[src/hw/dac_ctrl_pkg.sv]
// Shared types and constants for the DAC volume, power and short-circuit control.
// Assumes a single 200 MHz system clock and a sample strobe from the audio path.
package dac_ctrl_pkg;
    localparam int VOL_W = 7;                      // 0.5 dB per code, 0..127
    localparam logic [6:0] VOL_MUTE = 7'h7f;       // -63.5 dB treated as muted floor
    localparam logic [6:0] VOL_ZERO = 7'h00;       // 0 dB
    localparam int SAMPLE_W = 16;
    localparam int BUF_DEPTH = 2;
    localparam logic [1:0] PWR_UP_STABLE = 2'h0;
    localparam logic [1:0] PWR_UPPING    = 2'h1;
    localparam logic [1:0] PWR_DOWNING   = 2'h2;
    localparam logic [1:0] PWR_DOWN_STABLE = 2'h3;
    localparam logic [1:0] SWING_MAX = 2'h3;
    localparam logic [1:0] SWING_RESET = 2'h0;

    typedef struct packed {
        logic [SAMPLE_W-1:0] left;
        logic [SAMPLE_W-1:0] right;
    } sample_pair_s;

    typedef enum logic [4:0] {
        ST_OFF     = 5'h01,
        ST_RAMP_UP = 5'h02,
        ST_RUN     = 5'h04,
        ST_FMUTE   = 5'h08,
        ST_RAMP_DN = 5'h10
    } pwr_state_e;
endpackage : dac_ctrl_pkg

[src/hw/dac_volume_power_short_ctrl.sv]
// Volume, mute, power sequencing, driver mode and short-circuit control of a stereo DAC.
// Assumes host control bits are static levels synchronous to clk_sys_in.
`timescale 1ns/100ps
// Behaviour
// - Attenuation 0 to -63.5 dB in 0.5 dB codes.
// - Independent left and right mute.
// - Master volume sets both channels together.
// - Applied volume steps one code per sample toward target.
// - Half-rate bit steps once every two samples.
// - Done flags per channel when applied equals target.
// - Soft-step disable bypasses ramping.
// - Filter change: soft-mute, apply change, soft-unmute.
// - Power-up ramps from mute; power-down ramps to mute then off.
// - Power status 00 up, 01 powering up, 10 powering down, 11 down.
// - Drivers low-power after reset.
// - Driver power bit selects high-power mode.
// - Effects filter active only when enabled.
// - Two-bit swing field, 11 largest.
// - Lower mode bit set disables protection entirely.
// - Current-limit mode limits and flags excess current.
// - Flag follows the short in current-limit mode.
// - Upper mode bit: auto-shutdown drivers and set flag.
// - After shutdown, flag clears once DAC, mixer, keyclick all off.
module dac_volume_power_short_ctrl (
    input  wire logic                       clk_sys_in,
    input  wire logic                       arst_n_in,
    input  wire logic                       sample_valid_in,
    output logic                            sample_ready_out,
    input  wire dac_ctrl_pkg::sample_pair_s sample_in,
    output logic                            out_valid_out,
    input  wire logic                       out_ready_in,
    output dac_ctrl_pkg::sample_pair_s      out_sample_out,
    input  wire logic [6:0]                 vol_left_in,
    input  wire logic [6:0]                 vol_right_in,
    input  wire logic [6:0]                 vol_master_in,
    input  wire logic                       master_sel_in,
    input  wire logic                       mute_left_in,
    input  wire logic                       mute_right_in,
    input  wire logic                       half_rate_in,
    input  wire logic                       softstep_dis_in,
    input  wire logic                       deemph_en_in,
    input  wire logic                       effects_en_in,
    input  wire logic                       dac_power_in,
    input  wire logic                       mixer_power_in,
    input  wire logic                       keyclick_power_in,
    input  wire logic                       drv_high_power_in,
    input  wire logic [1:0]                 swing_in,
    input  wire logic [1:0]                 short_mode_in,
    input  wire logic                       short_detect_in,
    output logic [6:0]                      vol_left_out,
    output logic [6:0]                      vol_right_out,
    output logic                            done_left_out,
    output logic                            done_right_out,
    output logic [1:0]                      power_status_out,
    output logic                            deemph_active_out,
    output logic                            effects_active_out,
    output logic                            drv_high_power_out,
    output logic                            drv_enable_out,
    output logic                            current_limit_out,
    output logic [1:0]                      swing_out,
    output logic                            short_flag_out
);
    dac_ctrl_pkg::pwr_state_e   state_reg;
    dac_ctrl_pkg::pwr_state_e   state_next;
    dac_ctrl_pkg::sample_pair_s buf_data;
    logic       buf_valid;
    logic       sample_tick;
    logic       force_mute;
    logic       filt_change;
    logic [6:0] base_left;
    logic [6:0] base_right;
    logic [6:0] tgt_left;
    logic [6:0] tgt_right;
    logic [6:0] app_left;
    logic [6:0] app_right;
    logic       dn_left;
    logic       dn_right;
    logic       both_muted;
    logic       both_done;
    logic       deemph_reg;
    logic       effects_reg;
    logic       shutdown_reg;
    logic       short_flag_reg;
    logic       short_flag_next;
    logic       prot_off;
    logic       auto_mode;
    logic       limit_mode;
    logic       all_sources_off;
    logic [1:0] status_next;

    // Samples flow only when the output side accepts them, so stalls push back upstream.
    skid_buf2 u_buf (
        .clk_sys_in    (clk_sys_in),
        .arst_n_in     (arst_n_in),
        .in_valid_in   (sample_valid_in),
        .in_ready_out  (sample_ready_out),
        .in_data_in    (sample_in),
        .out_valid_out (buf_valid),
        .out_ready_in  (out_ready_in),
        .out_data_out  (buf_data)
    );
    assign sample_tick = buf_valid & out_ready_in;

    function automatic logic [6:0] chan_target(input logic [6:0] base, input logic mute,
                                               input logic fmute);
        chan_target = (mute | fmute) ? dac_ctrl_pkg::VOL_MUTE : base;
    endfunction : chan_target

    assign base_left  = master_sel_in ? vol_master_in : vol_left_in;
    assign base_right = master_sel_in ? vol_master_in : vol_right_in;
    assign tgt_left   = chan_target(base_left, mute_left_in, force_mute);
    assign tgt_right  = chan_target(base_right, mute_right_in, force_mute);

    vol_stepper u_left (
        .clk_sys_in     (clk_sys_in),
        .arst_n_in      (arst_n_in),
        .sample_tick_in (sample_tick),
        .half_rate_in   (half_rate_in),
        .bypass_in      (softstep_dis_in),
        .target_in      (tgt_left),
        .applied_out    (app_left),
        .done_out       (dn_left)
    );
    vol_stepper u_right (
        .clk_sys_in     (clk_sys_in),
        .arst_n_in      (arst_n_in),
        .sample_tick_in (sample_tick),
        .half_rate_in   (half_rate_in),
        .bypass_in      (softstep_dis_in),
        .target_in      (tgt_right),
        .applied_out    (app_right),
        .done_out       (dn_right)
    );

    assign both_muted  = (app_left == dac_ctrl_pkg::VOL_MUTE) &
                         (app_right == dac_ctrl_pkg::VOL_MUTE);
    assign both_done   = dn_left & dn_right;
    assign filt_change = (deemph_en_in != deemph_reg) | (effects_en_in != effects_reg);

    // Mute is forced everywhere except while running and settling into run.
    assign force_mute = (state_reg == dac_ctrl_pkg::ST_OFF) |
                        (state_reg == dac_ctrl_pkg::ST_FMUTE) |
                        (state_reg == dac_ctrl_pkg::ST_RAMP_DN);

    always_comb begin
        state_next = state_reg;
        case (state_reg)
            dac_ctrl_pkg::ST_OFF: begin
                if (dac_power_in) state_next = dac_ctrl_pkg::ST_RAMP_UP;
            end
            dac_ctrl_pkg::ST_RAMP_UP: begin
                if (!dac_power_in) state_next = dac_ctrl_pkg::ST_RAMP_DN;
                else if (filt_change) state_next = dac_ctrl_pkg::ST_FMUTE;
                else if (both_done) state_next = dac_ctrl_pkg::ST_RUN;
            end
            dac_ctrl_pkg::ST_RUN: begin
                if (!dac_power_in) state_next = dac_ctrl_pkg::ST_RAMP_DN;
                else if (filt_change) state_next = dac_ctrl_pkg::ST_FMUTE;
            end
            dac_ctrl_pkg::ST_FMUTE: begin
                if (!dac_power_in) state_next = dac_ctrl_pkg::ST_RAMP_DN;
                else if (both_muted) state_next = dac_ctrl_pkg::ST_RAMP_UP;
            end
            dac_ctrl_pkg::ST_RAMP_DN: begin
                if (both_muted) state_next = dac_ctrl_pkg::ST_OFF;
            end
            default: state_next = dac_ctrl_pkg::ST_OFF;
        endcase
    end

    // Status: up-stable in run, powering up while ramping up or filter-muting.
    assign status_next =
        (state_next == dac_ctrl_pkg::ST_OFF)     ? dac_ctrl_pkg::PWR_DOWN_STABLE :
        (state_next == dac_ctrl_pkg::ST_RAMP_DN) ? dac_ctrl_pkg::PWR_DOWNING :
        (state_next == dac_ctrl_pkg::ST_RUN)     ? dac_ctrl_pkg::PWR_UP_STABLE :
                                                   dac_ctrl_pkg::PWR_UPPING;

    // Short-circuit mode decode; protection-off has priority over auto-shutdown.
    assign prot_off   = short_mode_in[0];
    assign auto_mode  = ~prot_off & short_mode_in[1];
    assign limit_mode = ~prot_off & ~short_mode_in[1];
    assign all_sources_off = ~dac_power_in & ~mixer_power_in & ~keyclick_power_in;

    // Host clears a shutdown by removing all driver sources; the detector clears a limit flag.
    assign short_flag_next = prot_off ? 1'b0 :
                             short_detect_in ? 1'b1 :
                             (shutdown_reg & auto_mode & ~all_sources_off);

    always_ff @(posedge clk_sys_in or negedge arst_n_in) begin
        if (!arst_n_in) begin
            state_reg <= dac_ctrl_pkg::ST_OFF;
            power_status_out <= dac_ctrl_pkg::PWR_DOWN_STABLE;
        end else begin
            state_reg <= state_next;
            power_status_out <= status_next;
        end
    end

    // Filter settings latch only once the channels are muted, so the switch is silent.
    always_ff @(posedge clk_sys_in or negedge arst_n_in) begin
        if (!arst_n_in) begin
            deemph_reg  <= 1'b0;
            effects_reg <= 1'b0;
        end else if ((state_reg == dac_ctrl_pkg::ST_OFF) || both_muted) begin
            deemph_reg  <= deemph_en_in;
            effects_reg <= effects_en_in;
        end
    end

    always_ff @(posedge clk_sys_in or negedge arst_n_in) begin
        if (!arst_n_in) begin
            shutdown_reg   <= 1'b0;
            short_flag_reg <= 1'b0;
        end else begin
            short_flag_reg <= short_flag_next;
            if (!auto_mode || all_sources_off) shutdown_reg <= 1'b0;
            if (auto_mode && short_detect_in) shutdown_reg <= 1'b1;
        end
    end

    always_ff @(posedge clk_sys_in or negedge arst_n_in) begin
        if (!arst_n_in) begin
            vol_left_out       <= dac_ctrl_pkg::VOL_MUTE;
            vol_right_out      <= dac_ctrl_pkg::VOL_MUTE;
            done_left_out      <= 1'b1;
            done_right_out     <= 1'b1;
            deemph_active_out  <= 1'b0;
            effects_active_out <= 1'b0;
            drv_high_power_out <= 1'b0;
            drv_enable_out     <= 1'b0;
            current_limit_out  <= 1'b0;
            swing_out          <= dac_ctrl_pkg::SWING_RESET;
            short_flag_out     <= 1'b0;
        end else begin
            vol_left_out       <= app_left;
            vol_right_out      <= app_right;
            done_left_out      <= dn_left;
            done_right_out     <= dn_right;
            deemph_active_out  <= deemph_reg;
            effects_active_out <= effects_reg;
            drv_high_power_out <= drv_high_power_in;
            drv_enable_out     <= ~all_sources_off & ~shutdown_reg &
                                  ~(auto_mode & short_detect_in);
            current_limit_out  <= limit_mode;
            swing_out          <= swing_in;
            short_flag_out     <= short_flag_next;
        end
    end

    // Output samples pass unchanged; the datapath applies vol_*_out downstream.
    always_ff @(posedge clk_sys_in or negedge arst_n_in) begin
        if (!arst_n_in) begin
            out_valid_out  <= 1'b0;
            out_sample_out <= '0;
        end else begin
            out_valid_out  <= sample_tick;
            if (sample_tick) out_sample_out <= buf_data;
        end
    end
endmodule : dac_volume_power_short_ctrl

[src/hw/vol_stepper.sv]
// One channel of soft-stepped digital attenuation.
// Assumes sample_tick_in is a one-cycle pulse per accepted input sample.
`timescale 1ns/100ps
module vol_stepper (
    input  wire logic       clk_sys_in,
    input  wire logic       arst_n_in,
    input  wire logic       sample_tick_in,
    input  wire logic       half_rate_in,
    input  wire logic       bypass_in,
    input  wire logic [6:0] target_in,
    output logic [6:0]      applied_out,
    output logic            done_out
);
    logic [6:0] applied_reg;
    logic       odd_reg;
    logic       step_ok;
    logic [6:0] applied_next;

    assign step_ok = sample_tick_in & (~half_rate_in | odd_reg);
    assign applied_next = bypass_in ? target_in :
                          (applied_reg < target_in) ? applied_reg + 7'h01 :
                          (applied_reg > target_in) ? applied_reg - 7'h01 : applied_reg;

    always_ff @(posedge clk_sys_in or negedge arst_n_in) begin
        if (!arst_n_in) begin
            applied_reg <= dac_ctrl_pkg::VOL_MUTE;
            odd_reg     <= 1'b0;
        end else if (sample_tick_in) begin
            odd_reg <= ~odd_reg;
            if (step_ok || bypass_in) begin
                applied_reg <= applied_next;
            end
        end
    end

    assign applied_out = applied_reg;
    assign done_out    = bypass_in | (applied_reg == target_in);
endmodule : vol_stepper

[src/hw/skid_buf2.sv]
// Two-entry buffer with valid/ready on both sides.
// Assumes the drain side may stall at any time.
`timescale 1ns/100ps
module skid_buf2 (
    input  wire logic                      clk_sys_in,
    input  wire logic                      arst_n_in,
    input  wire logic                      in_valid_in,
    output logic                           in_ready_out,
    input  wire dac_ctrl_pkg::sample_pair_s in_data_in,
    output logic                           out_valid_out,
    input  wire logic                      out_ready_in,
    output dac_ctrl_pkg::sample_pair_s     out_data_out
);
    dac_ctrl_pkg::sample_pair_s mem_reg [dac_ctrl_pkg::BUF_DEPTH];
    logic       wr_ptr_reg;
    logic       rd_ptr_reg;
    logic [1:0] count_reg;
    logic       push;
    logic       pop;

    assign in_ready_out  = (count_reg != 2'h2);
    assign out_valid_out = (count_reg != 2'h0);
    assign push = in_valid_in & in_ready_out;
    assign pop  = out_valid_out & out_ready_in;
    assign out_data_out = mem_reg[rd_ptr_reg];

    always_ff @(posedge clk_sys_in or negedge arst_n_in) begin
        if (!arst_n_in) begin
            wr_ptr_reg <= 1'b0;
            rd_ptr_reg <= 1'b0;
            count_reg  <= 2'h0;
        end else begin
            if (push) wr_ptr_reg <= ~wr_ptr_reg;
            if (pop) rd_ptr_reg <= ~rd_ptr_reg;
            count_reg <= count_reg + {1'b0, push} - {1'b0, pop};
        end
    end

    always_ff @(posedge clk_sys_in) begin
        if (push) mem_reg[wr_ptr_reg] <= in_data_in;
    end
endmodule : skid_buf2

[config.mk]
export PLATFORM = sky130hd
export DESIGN_NAME = dac_volume_power_short_ctrl
export DESIGN_NICKNAME = d
export VERILOG_FILES = /design/src/hw/dac_ctrl_pkg.sv /design/src/hw/dac_volume_power_short_ctrl.sv /design/src/hw/vol_stepper.sv /design/src/hw/skid_buf2.sv
export SDC_FILE = /design/constraint.sdc
export NUM_CORES = 1
export LEC_CHECK = 0
export BUFFER_PORTS_ARGS = -buffer_cell sky130_fd_sc_hd__buf_4
export CAP_MARGIN = 5
export CORE_UTILIZATION = 60
export CTS_CLUSTER_SIZE = 24
export DETAILED_ROUTE_END_ITERATION = 16
export PLACE_DENSITY_LB_ADDON = 0.15
export SLEW_MARGIN = 40
export SYNTH_ARGS = -nofsm -noshare
export SYNTH_HDL_FRONTEND = slang
export SYNTH_HIERARCHICAL = 1
export SYNTH_SLANG_ARGS = --single-unit
[constraint.sdc]
create_clock -name clk_sys_in -period 10.55 [get_ports clk_sys_in]
set_input_delay 0.5275 -clock clk_sys_in [delete_from_list [all_inputs] [get_ports clk_sys_in]]
set_output_delay 0.5275 -clock clk_sys_in [all_outputs]
set_load 0.01 [all_outputs]
==> results.toml, run 1 <==
[outcome]
status = "finished clean"

[cts]
path_clk_slew_ps = 60
cts_root_buf = "clkbuf_16"
post_cts_buffers = 0
htreeDepth = 4
clk_path_buf_depth = 2
clock_sinks = 151
numCtsBuffers = 17
cts-hold-fix-buffers = 0
insertion_delay_ps = 420
cts_resized = 0
cts_tree = "yes"

[synthesis]
synthCells = 516
yosys-top-cells-area = "edfxtp_1 28%, dfrtp_1 20%, dfstp_2 13%"
synth-compound-area-share_pct = 8.24
synth_seq_area_share_pct = 60.1
synth_area_leader_cell = "edfxtp_1"
synth-simple-area-share_pct = 10.2
yosys_warnings = 6
syn-num-nets = 617
synth.top_cell.area_share_pct = 27.9
ys.flop_type = "edfxtp_1"
synth.avg_cell_area_sq_um = 13.4
synth_top_family_by_area = "multiplexers"
yosys.cell_types.count = 54
synth-xor-area-share_pct = 1.91
synth_adder_area_share_pct = 5.30
ys_seq_elements = 151
synth_mux_area_share_pct = 11.4
syn_area_sq_um = 6890
synth_edf_count = 64
async_flop_share_pct = 57.6

[worst_setup_path]
cpMaxStageDelayCell = "dfstp_2"
rr_endpoint = "u_left/applied_out[6]"
crit_family = "simple AND/OR/NAND/NOR gates"
cp.required_ps = 10880
critical-path-max-stage-delay_ps = 640
r2r_setup_slack_ps = 6360
cp_cell_sequence = "xor2_1, o211ai_1, nor2b_1, nand3_1, inv_1, ha_1, a21oi_1, a21o_1, nand2_1, fa_1, a211oi_2, o21ai_1, and4_1, o211a_1, or3_1"
start_kind = "flip-flop"
reg2regPathDepth = 15
crit_path_end_kind = "flip-flop"
cp_num_buf_inv = 1
timing.rr.start = "state_reg[0]"
crit_type = "reg -> reg"
arrival_ps = 4520
crit_path_max_fanout = 11

[timing]
rsz0062_at_grt = "false"
finalSetupTns_ps = 0
fin_crit_ps = 4190
slew_violations = 0
slew_headroom_pct = 58.2
final_hold_viol_count = 0
max_freq_mhz = 239
setup_viol = 0
setup_slack_ps = 6360
tightest_slew_ps = 627
fin_skew_ps = 7.05
finalCritPeriodShare_pct = 39.7

[cells_and_area]
antenna_cells = 0
drive_gt1_share_pct = 41.8
stdcell_count = 807
largest_reg_flops = 64
nets = 755
syn2layout_area_growth_pct = 24.6
fillers = 681

[detailed_routing]
dr.pass1.iters = 5
drc = 0
vias_per_cell = 5.71
detailroute.via_count = 4612
wl_um = 15100
routedWlPerCell_um = 18.7
ant_nets = 0
drt_iter0_markers = 228

[global_route]
met2_usage_pct = 46.0
grt_use_met3_pct = 5.56
antenna_found_initial = 0
grt_use_total_pct = 26.6
grtUsageMet1_pct = 32.2
grt_start_max_net_pins = 64
globalRoute.busiestLayer = "met2"
grt_pass1_vias = 4680
grt_overflow = 0
grt_pass1_wl_um = 23400

[pwr]
power_density_nw_per_um2 = 317
p_switching_mw = 0.942
internal_power_mw = 1.78
p_sw_share_pct = 34.6
p_comb_share_pct = 41.4
p_leak_nw = 3.75
pwr-share-seq_pct = 37.5
p_clk_share_pct = 21.1
vdd.ir_drop.worst_uv = 175

[floorplan]
dieArea_sq_um = 11900
die_w_um = 109
core-area_sq_um = 11000
die_h_um = 109
ioPinCount = 133
row_count = 38
initial_core_util_pct = 62.5

[place]
hpwl_um = 10200
gp_congestion = 0.890
pre_cts_slack_ps = 6370
placed_cells_incl_taps = 775
io_buffers = 132

[min_path]
hp-class = "in -> async"

[flow_run]
timing.max_cap.violations = 0
-- power by group through the flow --
stage                     Sequential (mW)  Combinational (mW)  Clock (mW)
final                                1.02                1.13       0.573
after global routing                 1.04                1.23       0.604
after CTS                            1.02                1.13       0.581
after detailed placement             1.02                1.11           0
after global placement               1.01                1.06           0
after floorplan                      1.02               0.736           0
-- cell usage in the layout (no fill, tap or decap), types with 15 or more instances in the layout --
cell / netlist / routed
edfxtp_1: 64 / 64
a21oi_1: 15 / 15
o21ai_0: 18 / 18
nand2b_1: 17 / 17
nor2_1: 21 / 20
dfrtp_1: 54 / 54
ha_1: 26 / 26
dfstp_2: 33 / 33
inv_1: 24 / 24
buf_4: 0 / 135
mux2_2: 68 / 68
nand2_1: 26 / 26
clkbuf_16: 0 / 17
nand3_1: 22 / 22
-- Yosys cell counts (15+ instances only) --
master     n
a21oi_1   15
dfrtp_1   54
dfstp_2   33
edfxtp_1  64
ha_1      26
inv_1     24
mux2_2    68
nand2_1   26
nand2b_1  17
nand3_1   22
nor2_1    21
o21ai_0   18
-- worst register-to-register path, delay by kind of cell, from the launching register on --
| family | cells | cell delay, ps |
|---|---|---|
| AND/OR/NAND/NOR | 5 | 1360 |
| XOR/XNOR | 1 | 100 |
| AO/OA/AOI/OAI | 6 | 1190 |
| adder cells (fa/ha/maj) | 2 | 730 |
| flip-flops | 1 | 640 |
| buffers and inverters | 1 | 90 |
-- routing by layer --
layer,routed length (um),vias to the layer above
met5,0,-
met4,288,0
met3,780,23
met2,7870,151
met1,6140,2271
li1,-,2167
-- area by class of cell --
| type | count | area (sq um) | share of cell area [%] |
|---|---|---|---|
| clock inverter | 11 | 96.3 | 1.12 |
| sequential | 151 | 4140 | 48.2 |
| clock buffer | 21 | 470 | 5.48 |
| inverter | 24 | 90.1 | 1.05 |
| tap | 140 | 175 | 2.04 |
| multi-input combinational | 323 | 2560 | 29.8 |
| timing repair buffer | 137 | 1050 | 12.3 |
-- worst max-delay path by stage --
| stage | depth (start not counted) | slack (ps) | end | start |
|---|---|---|---|---|
| finish | 15 | 6360 | u_left/applied_out[6] | state_reg[0] |
| global route | 15 | 6040 | u_left/applied_out[6] | state_reg[0] |
| CTS | 15 | 6340 | u_left/applied_out[6] | state_reg[0] |
| detailed placement | 15 | 6370 | u_left/applied_out[6] | state_reg[0] |
| global placement | 15 | 6510 | u_left/applied_out[6] | state_reg[0] |
| floorplan | 17 | 6830 | u_left/applied_out[6] | state_reg[0] |
-- cells by family after synthesis --
group	after synthesis
xor+xnor	15
compound gates	83
mux	70
flops	151
buf+inv	42
simple gates	127
fa+ha+maj	28
-- through the flow --
stage | cell area, sq um | hold slack (ps) | utilization, % | power (mW)
final | 8590 | 11.0 | 77.8 | 2.72
after global routing | 8590 | 26.7 | 77.8 | 2.88
after CTS | 8580 | 4.32 | 77.8 | 2.73
after detailed placement | 8020 | 392 | 72.7 | 2.13
after global placement | 7990 | 389 | 72.4 | 2.07
after floorplan | 6890 | 232 | - | 1.76
(Power assumes the default switching activity.)
==> inputs of run 2 (changes only) <==
--- a/config.mk
+++ b/config.mk
@@ -7,7 +7,7 @@
 export LEC_CHECK = 0
 export BUFFER_PORTS_ARGS = -buffer_cell sky130_fd_sc_hd__buf_4
 export CAP_MARGIN = 5
-export CORE_UTILIZATION = 60
+export CORE_UTILIZATION = 50
 export CTS_CLUSTER_SIZE = 24
 export DETAILED_ROUTE_END_ITERATION = 16
 export PLACE_DENSITY_LB_ADDON = 0.15
==> constraint.sdc (replaced) <==
create_clock -name clk_sys_in -period 3.6 [get_ports clk_sys_in]
set_input_delay 0.18 -clock clk_sys_in [delete_from_list [all_inputs] [get_ports clk_sys_in]]
set_output_delay 0.18 -clock clk_sys_in [all_outputs]
set_load 0.01 [all_outputs]
==> results.toml, run 2 (synthesis results as in run 1) <==
[worst_setup_path]
rr_endpoint = "u_left/applied_out[6]"
crit_path_end_kind = "flip-flop"
start_kind = "flip-flop"
arrival_ps = 3890
cp.required_ps = 3940
crit_path_max_fanout = 7
reg2regPathDepth = 16
crit_type = "reg -> reg"
timing.rr.start = "state_reg[0]"
r2r_setup_slack_ps = 50

[place]
pre_cts_slack_ps = -205
placed_cells_incl_taps = 836
io_buffers = 132
hpwl_um = 10500
gp_congestion = 0.870

[cts]
cts_root_buf = "clkbuf_16"
clk_path_buf_depth = 2
path_clk_slew_ps = 60
htreeDepth = 4
cts_tree = "yes"
clock_sinks = 151
numCtsBuffers = 17
insertion_delay_ps = 420

[timing]
setup_viol = 0
rsz0062_at_grt = "true"
final_hold_viol_count = 0
finalCritPeriodShare_pct = 98.7
slew_headroom_pct = 58.4
tightest_slew_ps = 625
fin_crit_ps = 3550
setup_slack_ps = 48.4
fin_skew_ps = 5.98
max_freq_mhz = 282
slew_violations = 0

[cells_and_area]
final_util_pct = 72.0
stdcell_count = 922
largest_reg_flops = 64
antenna_cells = 0
fillers = 929
drive_gt1_share_pct = 48.9
multi_input_area_sq_um = 2850
nets = 834
seq_area_sq_um = 4140
syn2layout_area_growth_pct = 39.4
final_common_cell = "buf_4"
final_cell_mix = "171 x buf_4, 68 x mux2_2, 64 x edfxtp_1"

[global_route]
grt_overflow = 0
grt_pass1_vias = 5124
grt_pass1_wl_um = 25500
grt_use_total_pct = 23.4
grt_start_max_net_pins = 33
antenna_found_initial = 0

[pwr]
power.total_mw = 8.74
vdd.ir_drop.worst_uv = 589
power_density_nw_per_um2 = 909
p_leak_nw = 4.11

[floorplan]
die_h_um = 119
row_count = 42
ioPinCount = 133
initial_core_util_pct = 51.6
dieArea_sq_um = 14300
core-area_sq_um = 13300
die_w_um = 119

[min_path]
hp-class = "in -> reg"
hp-start = "short_detect_in"
min_to = "short_flag_out"
whs_path_depth = 3

[detailed_routing]
wl_um = 15600
dr.pass1.iters = 4
drt_iter0_markers = 267
vias_per_cell = 5.25
detailroute.via_count = 4843
routedWlPerCell_um = 16.9
drc = 0
ant_nets = 0

[flow_run]
timing.max_cap.violations = 0

[outcome]
status = "finished clean"
run 2: cell types whose count changed in the layout (fill, tap and decap cells not counted), moves of 5 or more:
| cell | previous run | this run |
|---|---|---|
| dlygate4sd3_1 | 0 | 41 |
| buf_4 | 135 | 171 |
| nand3_1 | 22 | 8 |
| nand3_2 | 0 | 9 |
| ha_1 | 26 | 18 |
| ha_4 | 0 | 8 |
| a21oi_1 | 15 | 8 |
| a21oi_2 | 0 | 7 |
| inv_1 | 24 | 17 |
| inv_2 | 0 | 7 |
| nand3_4 | 0 | 5 |
run 2: per-layer routing:
layer	vias to the layer above	share of wire [%]	global-route usage [%]
li1	2344	-	-
met1	2354	42	29.1
met2	122	52	40.2
met3	23	4.0	4.84
met4	0	1.8	8.36
met5	-	0	0
run 2: report_power, final:
group	leakage [nW]	internal [mW]	switching, mW
registers	1.58	2.56	0.399
logic	2.26	2.19	1.90
clock network	0.268	0.965	0.722
run 2: per-stage QoR:
step	area (sq um)	setup TNS [ps]	hold WS, ps
after floorplan	6910	0	-116
after global placement	8230	-76.6	164
after detailed placement	8260	-376	161
after CTS	9460	0	28.5
after global routing	9610	-457	22.3
final	9610	0	28.7
run 2: final cells by class:
| class | instances | area share, % |
|---|---|---|
| tap | 176 | 2.29 |
| clock inverter | 15 | 1.50 |
| sequential | 151 | 43.1 |
| clock buffer | 17 | 4.43 |
| multi-input combinational | 323 | 29.6 |
| inverter | 24 | 0.937 |
| timing repair buffer | 216 | 18.1 |
run 2: worst max path at each step:
stage | slack [ps] | from | endpoint
2_1_floorplan | 10 | state_reg[0] | u_right/applied_out[6]
3_3_place_gp | -80 | state_reg[0] | u_right/applied_out[6]
3_5_place_dp | -210 | state_reg[0] | u_right/applied_out[6]
4_1_cts | 2 | state_reg[0] | u_right/applied_out[6]
5_1_grt | -150 | state_reg[0] | u_right/applied_out[6]
6_report | 50 | state_reg[0] | u_left/applied_out[6]
run 2: what timing repair did:
item | in CTS | in global routing
resized for setup | 34 | 24
endpoints found under the setup margin | 4 | 7
endpoints found under the hold margin | 101 | 0
hold buffers | 41 | 0
pin swaps | 31 | 16
setup buffers | 8 | 5
run 2: critical path: stages, from the launching register on:
cell,delay [ps]
dfstp_2,540
xor2_1,70
o211ai_1,260
nor2b_2,210
buf_6,180
nand3_4,90
inv_2,60
ha_1,240
nand3b_1,120
a21o_1,180
nand2_4,90
fa_2,380
a211oi_4,240
o21ai_2,80
and4_1,170
o211a_1,200
or3_1,340
==> inputs of run 3 (changes only) <==
--- a/config.mk
+++ b/config.mk
@@ -7,7 +7,7 @@
 export LEC_CHECK = 0
 export BUFFER_PORTS_ARGS = -buffer_cell sky130_fd_sc_hd__buf_4
 export CAP_MARGIN = 5
-export CORE_UTILIZATION = 50
+export CORE_UTILIZATION = 30
 export CTS_CLUSTER_SIZE = 24
 export DETAILED_ROUTE_END_ITERATION = 16
 export PLACE_DENSITY_LB_ADDON = 0.15
==> results.toml, run 3 (synthesis results as in run 1) <==
[outcome]
status = "finished, violations left"
violations = "negative setup slack"

[pwr]
p_leak_nw = 4.14
vdd.ir_drop.worst_uv = 311
p_comb_share_pct = 47.0
power.total_mw = 8.79
p_clk_share_pct = 19.5
power_density_nw_per_um2 = 901
internal_power_mw = 5.68
p_switching_mw = 3.11
p_sw_share_pct = 35.4
pwr-share-seq_pct = 33.5

[cells_and_area]
multi_input_area_sq_um = 2830
final_common_cell = "buf_4"
largest_reg_flops = 64
final_cell_area_sq_um = 9750
fillers = 2113
final_cell_mix = "170 x buf_4, 68 x mux2_2, 64 x edfxtp_1"
antenna_cells = 0
syn2layout_area_growth_pct = 41.5
seq_area_sq_um = 4140
final_util_pct = 43.2
nets = 834
drive_gt1_share_pct = 48.5

[cts]
path_clk_slew_ps = 70
clk_path_buf_depth = 2
clock_sinks = 151
htreeDepth = 4
cts_root_buf = "clkbuf_16"
cts_tree = "yes"
numCtsBuffers = 17
insertion_delay_ps = 430

[global_route]
antenna_found_initial = 0
grt_pass1_vias = 5191
grt_use_total_pct = 14.9
grt_overflow = 0
grt_pass1_wl_um = 26800
grt_start_max_net_pins = 73

[worst_setup_path]
rr_endpoint = "u_left/applied_out[6]"
arrival_ps = 4050
cp.required_ps = 3950
crit_type = "reg -> reg"
r2r_setup_slack_ps = -100
crit_path_max_fanout = 5
start_kind = "flip-flop"
timing.rr.start = "state_reg[0]"
crit_path_end_kind = "flip-flop"
reg2regPathDepth = 16

[place]
pre_cts_slack_ps = -157
io_buffers = 132
gp_congestion = 0.832
hpwl_um = 11500
dpl_cell_area_sq_um = 8430

[flow_run]
timing.max_cap.violations = 0

[floorplan]
die_h_um = 154
initial_core_util_pct = 30.5
ioPinCount = 133
core-area_sq_um = 22600
die_w_um = 154
row_count = 55
dieArea_sq_um = 23600

[timing]
slew_headroom_pct = 51.6
fin_skew_ps = 14.7
tightest_slew_ps = 726
rsz0062_at_grt = "true"
setup_viol = 2
slew_violations = 0
final_hold_viol_count = 0
setup_slack_ps = -97.1
finalCritPeriodShare_pct = 103
fin_crit_ps = 3700
max_freq_mhz = 270

[detailed_routing]
detailroute.via_count = 4895
ant_nets = 0
drt_iter0_markers = 227
drc = 0
routedWlPerCell_um = 16.5
vias_per_cell = 4.75
wl_um = 17000
dr.pass1.iters = 6

[min_path]
hp-class = "in -> reg"
whs_path_depth = 3
hp-start = "short_detect_in"
min_to = "short_flag_out"
-- run 3: worst max path at each step --
stage	from	to	slack, ps	depth (start not counted)
3_3_place_gp	state_reg[0]	u_left/applied_out[6]	-20	15
4_1_cts	state_reg[0]	u_left/applied_out[6]	-70	15
5_1_grt	state_reg[0]	u_left/applied_out[6]	-170	16
6_report	state_reg[0]	u_left/applied_out[6]	-100	16
2_1_floorplan	state_reg[0]	u_right/applied_out[6]	10	16
3_5_place_dp	state_reg[0]	u_left/applied_out[6]	-160	16
-- run 3: layout make-up --
| type | instances | share of cell area, % |
|---|---|---|
| Timing Repair Buffer | 216 | 18.1 |
| Tap cell | 285 | 3.66 |
| Clock buffer | 18 | 4.50 |
| Inverter | 24 | 0.924 |
| Clock inverter | 14 | 1.36 |
| Sequential cell | 151 | 42.5 |
| Multi-Input combinational cell | 323 | 29.0 |
-- run 3: critical path, cell delays in order, from the launching register on --
cell	delay, ps
dfstp_2	540
xor2_1	60
o211ai_1	320
nor2b_4	240
nand3_2	140
inv_1	90
ha_1	260
a21oi_2	170
a21o_1	210
nand2_4	90
buf_4	150
ha_4	230
a211oi_4	260
o21ai_2	100
and4_1	200
o211a_1	220
or3_1	350
-- run 3: power by group through the flow --
stage               combinational [mW]  sequential, mW  clock [mW]
finish                            4.13            2.94        1.72
floorplan                         2.19            2.99           0
CTS                               3.92            2.95        1.77
global route                      4.50            3.02        1.84
detailed placement                3.66            2.97           0
global placement                  3.54            2.96           0
-- run 3: routing by layer --
metal  vias to the layer above  GRT usage (%)  share of wire (%)
met4                         0           5.90                2.2
met3                        32           3.61                4.3
met1                      2391           17.8                 43
met5                         -              0                  0
li1                       2328              -                  -
met2                       144           25.7                 50
-- run 3: timing repair --
| action | in CTS | in global routing |
|---|---|---|
| endpoints found under the setup margin | 3 | 13 |
| setup buffers | 9 | 3 |
| hold buffers | 41 | 0 |
| pin swaps | 17 | 23 |
| resized for setup | 30 | 23 |
| hold endpoints to repair | 126 | 0 |
-- run 3: per-stage QoR --
stage | instances | TNS (ps) | hold WS, ps
CTS | 1028 | -113 | 4.08
floorplan | 516 | 0 | -116
finish | 1031 | -105 | 25.9
global route | 1031 | -820 | 6.71
global placement | 944 | -37.9 | 289
detailed placement | 946 | -399 | 278
